### src/tc_timer_map.svh
// Register offsets, field positions, reset values and counts of the timer and prescaler.
// Assumes a 32-bit AHB-Lite bus with one aligned word per register.
// How it works
// Clock source select zero counts one step per instruction cycle without prescaler.
// A count register write holds off incrementing for the next two instruction cycles.
// Clock source select one counts edges of the external count input.
// Source edge select zero counts rising edges, one counts falling edges.
// Prescaler assign routes the one prescaler to the timer or the watchdog.
// Assigned to the timer, the ratio field divides by 2 up to 256.
// Software can neither read nor write the prescaler counter.
// The prescaler output is sampled on phase two and phase four; the code samples it on phase two only.
// Unprescaled external input stays high and low two oscillator periods each.
// Prescaled external input period is four oscillator periods over the ratio.
// The external input is divided by an edge-driven counter with symmetrical output.
// The count steps some cycles after the qualifying edge, never on it.
// The same 8-bit divider is a timer prescaler or a watchdog postscaler.
// Assigned to the timer, every count register write clears the prescaler.
// Assigned to the watchdog, the watchdog clear also clears the prescaler.
// Every reset loads the prescaler counter with zeros.
// Assignment and ratio may change at any time without a reset.
// Software clears watchdog, then count, then writes the new assignment.
// With ratio 000 or 001, software writes an interim all-ones ratio first.
// Moving back to the timer, software clears the watchdog then writes assign zero.
// The count register is eight bits, read and write, unchanged by reset.
// Counter mode takes over the port C pin 5 direction as input.
// Ratio codes give timer 1:2 to 1:256 and watchdog 1:1 to 1:128.
// The count wraps from its maximum to zero and keeps counting.
`ifndef TC_TIMER_MAP_SVH
`define TC_TIMER_MAP_SVH

`define TC_IDX_TIMER_COUNT    32'h0000_0001
`define TC_IDX_OPTION_CONTROL 32'h0000_0002
`define TC_IDX_PORT_C_DIR     32'h0000_0003
`define TC_IDX_WDT_CLEAR      32'h0000_0004

`define TC_BIT_CLOCK_SOURCE   5
`define TC_BIT_SOURCE_EDGE    4
`define TC_BIT_PRESCALE_ASSN  3
`define TC_BIT_RATIO_HI       2
`define TC_BIT_RATIO_LO       0
`define TC_BIT_WDT_CLEAR      0

`define TC_RST_OPTION         8'hff
`define TC_RST_PORT_C_DIR     6'h3f
`define TC_HOLDOFF_CYCLES     2'h2

`endif

### src/tc_types_pkg.sv
// Types used by the timer's instruction cycle sequencer; the prescaler uses none of them.
// Assumes the instruction cycle is four system clocks.
package tc_types_pkg;

  typedef enum logic [3:0] {
    PH_ONE   = 4'b0001,
    PH_TWO   = 4'b0010,
    PH_THREE = 4'b0100,
    PH_FOUR  = 4'b1000
  } phase_t;

endpackage

### src/tc_prescaler.sv
// Shared 8-bit divider used as timer prescaler or watchdog postscaler.
// Assumes a one-cycle count enable from the owner and a synchronous reset.
`timescale 1ns/100ps
`default_nettype none

module tc_prescaler #(
  parameter int WIDTH = 8
) (
  input  wire logic             i_clk,
  input  wire logic             i_rst_n,
  input  wire logic             i_clear,
  input  wire logic             i_count,
  input  wire logic [2:0]       i_tap_sel,
  output logic                  o_tap,
  output logic                  o_zero
);

  logic [WIDTH-1:0] count;

  // Each bit toggles at half the rate of the one below, so every tap is symmetrical.
  always_ff @(posedge i_clk) begin
    if (!i_rst_n) begin
      count <= '0;
    end else if (i_clear) begin
      count <= '0;
    end else if (i_count) begin
      count <= count + {{(WIDTH-1){1'b0}}, 1'b1};
    end
  end

  assign o_tap  = count[i_tap_sel];
  assign o_zero = (count == '0);

endmodule

`default_nettype wire

### src/timer_zero_unit.sv
// Top of the 8-bit timer/counter with shared prescaler and its AHB-Lite register slave.
// Assumes external inputs are synchronous to I_CLK_SYS and a watchdog counter outside.
//
// Our own choice: register access over AHB-Lite.
`timescale 1ns/100ps
`default_nettype none
`include "tc_timer_map.svh"

module timer_zero_unit (
  input  wire logic        I_CLK_SYS,
  input  wire logic        I_RST_N,
  input  wire logic        I_HSEL,
  input  wire logic [31:0] I_HADDR,
  input  wire logic [1:0]  I_HTRANS,
  input  wire logic        I_HWRITE,
  input  wire logic [2:0]  I_HSIZE,
  input  wire logic [31:0] I_HWDATA,
  input  wire logic        I_HREADY,
  output logic      [31:0] O_HRDATA,
  output logic             O_HREADYOUT,
  output logic             O_HRESP,
  input  wire logic        I_EXT_COUNT,
  input  wire logic        I_WDT_TICK,
  output logic             O_WDT_TICK,
  output logic             O_WDT_CLEAR,
  output logic      [5:0]  O_PORTC_DIR,
  output logic             O_TIMER_WRAP
);

  tc_types_pkg::phase_t phase;
  tc_types_pkg::phase_t next_phase;

  logic [7:0]  timer_count;
  logic [7:0]  option_control;
  logic [5:0]  port_c_direction;
  logic [1:0]  holdoff;
  logic        dp_write;
  logic [31:0] dp_addr;
  logic        edge_prev;
  logic        sample_two;
  logic        sample_four;
  logic        wdt_tap_prev;
  logic        pre_tap;
  logic        pre_zero;
  logic        pre_clear;
  logic        pre_count;
  logic [2:0]  tap_sel;
  logic        addr_valid;
  logic        wr_count;
  logic        wdt_clear;
  logic        clock_source_select;
  logic        source_edge_select;
  logic        prescaler_assign;
  logic [2:0]  prescale_ratio;
  logic        phase_two;
  logic        phase_four;
  logic        edge_level;
  logic        ext_edge;
  logic        src_level;
  logic        src_rise;
  logic        step_req;
  logic        step;
  logic        wdt_tick_out;

  // Word address match against a register index.
  function automatic logic addr_is(input logic [31:0] addr, input logic [31:0] idx);
    addr_is = (addr[31:2] == idx[29:0]) && (addr[1:0] == 2'b00);
  endfunction

  // Bus address phase and write strobes.
  assign addr_valid = I_HSEL && I_HTRANS[1] && I_HREADY;
  assign wr_count   = dp_write && addr_is(dp_addr, `TC_IDX_TIMER_COUNT);
  assign wdt_clear  = dp_write && addr_is(dp_addr, `TC_IDX_WDT_CLEAR)
                      && I_HWDATA[`TC_BIT_WDT_CLEAR];

  assign O_HREADYOUT = 1'b1;
  assign O_HRESP     = 1'b0;

  always_ff @(posedge I_CLK_SYS) begin
    if (!I_RST_N) begin
      dp_write <= 1'b0;
      dp_addr  <= 32'h0000_0000;
    end else begin
      dp_write <= addr_valid && I_HWRITE;
      if (addr_valid) begin
        dp_addr <= I_HADDR;
      end
    end
  end

  // Only the count register reads back; a write still in its data phase is forwarded.
  always_ff @(posedge I_CLK_SYS) begin
    if (!I_RST_N) begin
      O_HRDATA <= 32'h0000_0000;
    end else if (addr_valid && !I_HWRITE) begin
      if (addr_is(I_HADDR, `TC_IDX_TIMER_COUNT)) begin
        if (wr_count) begin
          O_HRDATA <= {24'h00_0000, I_HWDATA[7:0]};
        end else if (step) begin
          O_HRDATA <= {24'h00_0000, timer_count + 8'h01};
        end else begin
          O_HRDATA <= {24'h00_0000, timer_count};
        end
      end else begin
        O_HRDATA <= 32'h0000_0000;
      end
    end
  end

  // Write-only option and direction registers.
  always_ff @(posedge I_CLK_SYS) begin
    if (!I_RST_N) begin
      option_control   <= `TC_RST_OPTION;
      port_c_direction <= `TC_RST_PORT_C_DIR;
    end else if (dp_write) begin
      if (addr_is(dp_addr, `TC_IDX_OPTION_CONTROL)) begin
        option_control <= I_HWDATA[7:0];
      end else if (addr_is(dp_addr, `TC_IDX_PORT_C_DIR)) begin
        port_c_direction <= I_HWDATA[5:0];
      end
    end
  end

  assign clock_source_select = option_control[`TC_BIT_CLOCK_SOURCE];
  assign source_edge_select  = option_control[`TC_BIT_SOURCE_EDGE];
  assign prescaler_assign    = option_control[`TC_BIT_PRESCALE_ASSN];
  assign prescale_ratio      = option_control[`TC_BIT_RATIO_HI:`TC_BIT_RATIO_LO];

  // Counter mode forces pin 5 to input.
  assign O_PORTC_DIR = {port_c_direction[5] | clock_source_select,
                        port_c_direction[4:0]};

  // Four-phase instruction cycle sequencer.
  always_comb begin
    case (phase)
      tc_types_pkg::PH_ONE:   next_phase = tc_types_pkg::PH_TWO;
      tc_types_pkg::PH_TWO:   next_phase = tc_types_pkg::PH_THREE;
      tc_types_pkg::PH_THREE: next_phase = tc_types_pkg::PH_FOUR;
      default:                next_phase = tc_types_pkg::PH_ONE;
    endcase
  end

  always_ff @(posedge I_CLK_SYS) begin
    if (!I_RST_N) begin
      phase <= tc_types_pkg::PH_ONE;
    end else begin
      phase <= next_phase;
    end
  end

  assign phase_two  = (phase == tc_types_pkg::PH_TWO);
  assign phase_four = (phase == tc_types_pkg::PH_FOUR);

  // Edge select inverts the input so that the counted edge is always a rise.
  assign edge_level = I_EXT_COUNT ^ source_edge_select;
  assign ext_edge   = edge_level && !edge_prev;

  // Reset high so that an idle source level gives no false edge after a reset.
  always_ff @(posedge I_CLK_SYS) begin
    if (!I_RST_N) begin
      edge_prev <= 1'b1;
    end else begin
      edge_prev <= edge_level;
    end
  end

  // Prescaler input, clear and tap selection follow the assignment.
  always_comb begin
    if (prescaler_assign) begin
      pre_count = I_WDT_TICK;
      pre_clear = wdt_clear;
      tap_sel   = prescale_ratio - 3'h1;
    end else begin
      pre_count = clock_source_select ? ext_edge : phase_four;
      pre_clear = wr_count;
      tap_sel   = prescale_ratio;
    end
  end

  tc_prescaler #(
    .WIDTH     (8)
  ) u_prescaler (
    .i_clk     (I_CLK_SYS),
    .i_rst_n   (I_RST_N),
    .i_clear   (pre_clear),
    .i_count   (pre_count),
    .i_tap_sel (tap_sel),
    .o_tap     (pre_tap),
    .o_zero    (pre_zero)
  );

  // Divided or raw source sampled on phase two; phase four copies that phase-two sample.
  assign src_level = prescaler_assign ? edge_level : pre_tap;

  always_ff @(posedge I_CLK_SYS) begin
    if (!I_RST_N) begin
      sample_two  <= 1'b1;
      sample_four <= 1'b1;
    end else begin
      if (phase_two) begin
        sample_two <= src_level;
      end
      if (phase_four) begin
        sample_four <= sample_two;
      end
    end
  end

  assign src_rise = phase_four && sample_two && !sample_four;

  // Step request per instruction cycle in plain timer mode, else on a synchronised rise.
  always_comb begin
    if (!clock_source_select && prescaler_assign) begin
      step_req = phase_four;
    end else begin
      step_req = src_rise;
    end
  end

  assign step = step_req && (holdoff == 2'h0) && !wr_count;

  // Holdoff after a count write.
  always_ff @(posedge I_CLK_SYS) begin
    if (!I_RST_N) begin
      holdoff <= 2'h0;
    end else if (wr_count) begin
      holdoff <= `TC_HOLDOFF_CYCLES;
    end else if (phase_four && (holdoff != 2'h0)) begin
      holdoff <= holdoff - 2'h1;
    end
  end

  // The count keeps its value through reset.
  always_ff @(posedge I_CLK_SYS) begin
    if (wr_count) begin
      timer_count <= I_HWDATA[7:0];
    end else if (step) begin
      timer_count <= timer_count + 8'h01;
    end
  end

  always_ff @(posedge I_CLK_SYS) begin
    if (!I_RST_N) begin
      O_TIMER_WRAP <= 1'b0;
    end else begin
      O_TIMER_WRAP <= step && (timer_count == 8'hff);
    end
  end

  // Watchdog postscaler output and watchdog clear pulse.
  assign wdt_tick_out = !prescaler_assign ? I_WDT_TICK :
                        (prescale_ratio == 3'h0) ? I_WDT_TICK :
                        (pre_tap && !wdt_tap_prev);

  always_ff @(posedge I_CLK_SYS) begin
    if (!I_RST_N) begin
      wdt_tap_prev <= 1'b0;
      O_WDT_TICK   <= 1'b0;
      O_WDT_CLEAR  <= 1'b0;
    end else begin
      wdt_tap_prev <= pre_tap;
      O_WDT_TICK   <= wdt_tick_out;
      O_WDT_CLEAR  <= wdt_clear;
    end
  end

  chk_timer_step: assert property (
    @(posedge I_CLK_SYS) disable iff (!I_RST_N)
    phase_four && !clock_source_select && prescaler_assign && (holdoff == 2'h0) && !wr_count
    |=> timer_count == $past(timer_count) + 8'h01)
    else $error("timer mode did not step once per instruction cycle");

  chk_write_holdoff: assert property (
    @(posedge I_CLK_SYS) disable iff (!I_RST_N)
    wr_count ##1 (!wr_count)[*8] |-> $stable(timer_count))
    else $error("count stepped during write holdoff");

  chk_holdoff_ends: assert property (
    @(posedge I_CLK_SYS) disable iff (!I_RST_N)
    wr_count ##1 (!wr_count)[*8] |=> holdoff == 2'h0)
    else $error("holdoff did not end after two instruction cycles");

  chk_counter_phase: assert property (
    @(posedge I_CLK_SYS) disable iff (!I_RST_N)
    clock_source_select && !phase_four |-> !step)
    else $error("counter mode stepped outside phase four");

  chk_count_wrap: assert property (
    @(posedge I_CLK_SYS) disable iff (!I_RST_N)
    step && (timer_count == 8'hff) |=> (timer_count == 8'h00) && O_TIMER_WRAP)
    else $error("count did not wrap to zero");

  chk_timer_clear: assert property (
    @(posedge I_CLK_SYS) disable iff (!I_RST_N)
    wr_count && !prescaler_assign |=> pre_zero)
    else $error("count write did not clear prescaler");

  chk_wdt_clear: assert property (
    @(posedge I_CLK_SYS) disable iff (!I_RST_N)
    wdt_clear && prescaler_assign |=> pre_zero && O_WDT_CLEAR)
    else $error("watchdog clear did not clear prescaler");

  chk_reset_zero: assert property (
    @(posedge I_CLK_SYS) disable iff (!I_RST_N)
    $rose(I_RST_N) |-> pre_zero)
    else $error("prescaler not zero after reset");

  chk_pin5_dir: assert property (
    @(posedge I_CLK_SYS) disable iff (!I_RST_N)
    clock_source_select |-> O_PORTC_DIR[5])
    else $error("pin 5 not forced to input in counter mode");

  chk_wdt_bypass: assert property (
    @(posedge I_CLK_SYS) disable iff (!I_RST_N)
    prescaler_assign && (prescale_ratio == 3'h0) |-> ##1 (O_WDT_TICK == $past(I_WDT_TICK)))
    else $error("watchdog ratio 1:1 did not pass the tick");

endmodule

`default_nettype wire

### config.mk
export PLATFORM = sky130hd
export DESIGN_NAME = timer_zero_unit
export DESIGN_NICKNAME = d
export VERILOG_FILES = /design/src/tc_types_pkg.sv /design/src/tc_prescaler.sv /design/src/timer_zero_unit.sv
export VERILOG_INCLUDE_DIRS = /design/src
export SDC_FILE = /design/constraint.sdc
export NUM_CORES = 1
export LEC_CHECK = 0
export BUFFER_PORTS_ARGS = -buffer_cell sky130_fd_sc_hd__buf_2
export CAP_MARGIN = 5
export CORE_MARGIN = 1
export CORE_UTILIZATION = 52
export DETAILED_ROUTE_END_ITERATION = 16
export GPL_ROUTABILITY_DRIVEN = 0
export PLACE_DENSITY = 0.8
export SLEW_MARGIN = 5
export SYNTH_ARGS = -nofsm -noshare
export SYNTH_HDL_FRONTEND = slang
export SYNTH_SLANG_ARGS = --single-unit
### constraint.sdc
create_clock -name I_CLK_SYS -period 2.9 [get_ports I_CLK_SYS]
set_input_delay 0.87 -clock I_CLK_SYS [delete_from_list [all_inputs] [get_ports I_CLK_SYS]]
set_output_delay 0.87 -clock I_CLK_SYS [all_outputs]
set_load 0.05 [all_outputs]
==> results.cfg <==
[floorplan]
die_w_um = 90.1
start_util_pct = 54.7
pin_count = 119
rows = 31
die-height_um = 90.1
core-area_um2 = 7370
die_area_um2 = 8110

[synthesis]
yosys.area.top_type = dfxtp_1
ys_ff_latch = 82
synth_area_um2 = 4030
synth-seq-area-share_pct = 42.7
synthTopCellsByArea = dfxtp_1 37%, nand2_1 8.6%, edfxtp_1 6.0%, buf_4 5.8%, a21oi_1 5.5%
avgSynthCellArea_um2 = 8.60
synth.distinct_cells = 49
yosys_most_used_dff = dfxtp_1
synth.most_common_cell = nand2_1
synthesis.instances = 469
synthArstFlopShare_pct = 0
synth_edf_count = 8
yosysWarnings = 0
synthTopCellsByCount = 92 x nand2_1, 74 x dfxtp_1, 44 x a21oi_1, 31 x buf_4, 30 x nor2_1
synth_top_cell_area_share_pct = 36.7

[timing]
fmax_mhz = 450
hold_viol = 0
max_slew_margin_pct = 44.2
setup_violations = 0
finalCriticalPeriod_ns = 2.22
fin_skew_ns = 0.0115
tightest_slew_ns = 0.833
layout_setup_ws_ns = 0.678
maxSlewViolCount = 0
rsz0062_at_grt = no
setup_tns_ns = 0
fin_crit_sh_pct = 76.6

[clock_network]
cts_max_path_buffers = 2
cts.clk_slew.worst_paths_ns = 0.08
clk_latency_ns = 0.36
clock-root-buffer = clkbuf_8
postCtsSetupBuffers = 0
cts_buffers = 9
htreeDepth = 3
cts_resized = 0
clock_sinks = 82
cts_tree = yes
hold_buffers = 0

[route]
drt_pass1_iterations = 4
antenna_left = 0
routedWlPerCell_um = 13.7
vias_per_cell = 5.37
vias = 3388
routed_wl_um = 8620
drtIter0Drc = 174
drc = 0

[place]
dp_hpwl_um = 6330
port_buffers = 64
post-place-ws_ns = 0.424

[worst_setup_path]
worstPathCellList = nor4_4, nand4_1, or4_1, nand2_1
cp-start-kind = flip-flop
cp-end-kind = flip-flop
path_depth = 4
critPathMaxFanout = 8
cp.required_ns = 2.92
critPathKind = flip-flop to flip-flop
crit_family = simple AND/OR/NAND/NOR gates
cp.arrival_ns = 2.24
regToRegSetupSlack_ns = 0.68
critPathMaxStageDelay_ns = 0.67
reg2reg_depth = 4
slowest_stage = or4_1
critPathBufInv = 0

[global_route]
antenna_found_initial = 0
grt_pass1_vias = 3149
grt_max_degree = 34
grt_pass1_wl_um = 14500
grt.overflow.total = 0
grt_usage_pct = 22.1

[cells_and_area]
nFillCells = 652
seqCellArea_um2 = 1720
multi_input_area_um2 = 2050
nets = 608
drive_gt1_share_pct = 19.7
diodes = 0
syn2layout_area_growth_pct = 12.1

[worst_hold_path]
worstHoldPathType = flip-flop to flip-flop
hold_path_depth = 1

[run_status]
status = completed

[power]
powerDensity_nw_per_um2 = 491
leakage_nw = 1.72
ir_drop_v = 0.000311

[run]
drv_cap = 0
==> registers in the layout, indices dropped and copies added, names as in the netlist, 2 cells and up <==
name / cells
option_control: 6
port_c_direction: 6
O_HRDATA: 8
phase: 4
holdoff: 2
dp_addr: 32
u_prescaler.count: 8
timer_count: 8
==> kinds of logic (layout without fill, tap and decap cells) <==
| logic type | after synthesis | count (layout) | share of synthesized area, % |
|---|---|---|---|
| compound gates | 72 | 72 | 10.8 |
| xor+xnor | 20 | 20 | 4.34 |
| fa+ha+maj | 5 | 5 | 1.55 |
| buf+inv | 60 | 99 | 8.59 |
| flops | 82 | 82 | 42.7 |
| mux | 16 | 16 | 4.65 |
| other cells | 2 | 26 | 0.186 |
| simple gates | 212 | 212 | 27.2 |
==> cell usage in the layout (no fill, tap or decap), types with 11 or more instances in the layout <==
master | netlist | final
nand2_1 | 92 | 92
xnor2_1 | 16 | 16
a21oi_1 | 44 | 44
nor2_1 | 30 | 30
buf_4 | 31 | 11
mux2i_1 | 12 | 12
dfxtp_1 | 74 | 74
conb_1 | 2 | 26
nor4_1 | 17 | 17
buf_2 | 4 | 64
nor3_1 | 13 | 13
==> final cells by class <==
class | instances | area share (%)
Clock buffer | 11 | 3.38
Timing Repair Buffer | 75 | 8.91
Clock inverter | 5 | 0.802
Multi-Input combinational cell | 351 | 45.4
Inverter | 8 | 0.664
Tap cell | 99 | 2.74
Sequential cell | 82 | 38.1
==> worst reg2reg max path: cells and delay by family, from the launching register on <==
kind	cells	cell delay, ns
DFF	1	0.34
and+or+nand+nor	4	1.55
==> per-stage QoR <==
step                      power [mW]  cells  util [%]  hold slack (ns)  cell area (µm²)
after floorplan                 1.41    493         -            0.398             4120
after global placement          1.45    615      58.8            0.425             4330
after detailed placement        1.45    615      58.8            0.440             4330
after CTS                       2.23    631      61.4            0.452             4520
after global routing            2.30    631      61.4            0.465             4520
final                           2.22    631      61.4            0.444             4520
==> worst paths after layout <==
kind | from | to
hold reg to reg | wdt_tap_prev | O_WDT_TICK
hold / removal | wdt_tap_prev | O_WDT_TICK
setup / recovery | dp_addr[27] | timer_count[5]
setup reg to reg | dp_addr[27] | timer_count[5]
==> power breakdown <==
| group | internal (mW) | switching (mW) | total (mW) |
|---|---|---|---|
| registers | 1.17 | 0.0263 | 1.19 |
| logic | 0.0684 | 0.167 | 0.235 |
| clock network | 0.365 | 0.424 | 0.789 |
==> routing by layer <==
layer	up-vias	track usage, %	part of all wire, %	wire length [µm]
met3	14	4.15	4.9	425
li1	1701	-	-	-
met4	0	7.80	1.5	127
met2	95	36.4	49	4200
met1	1578	29.0	45	3870
met5	-	0	0	0
Note: power is estimated with default switching activity, not from simulation.
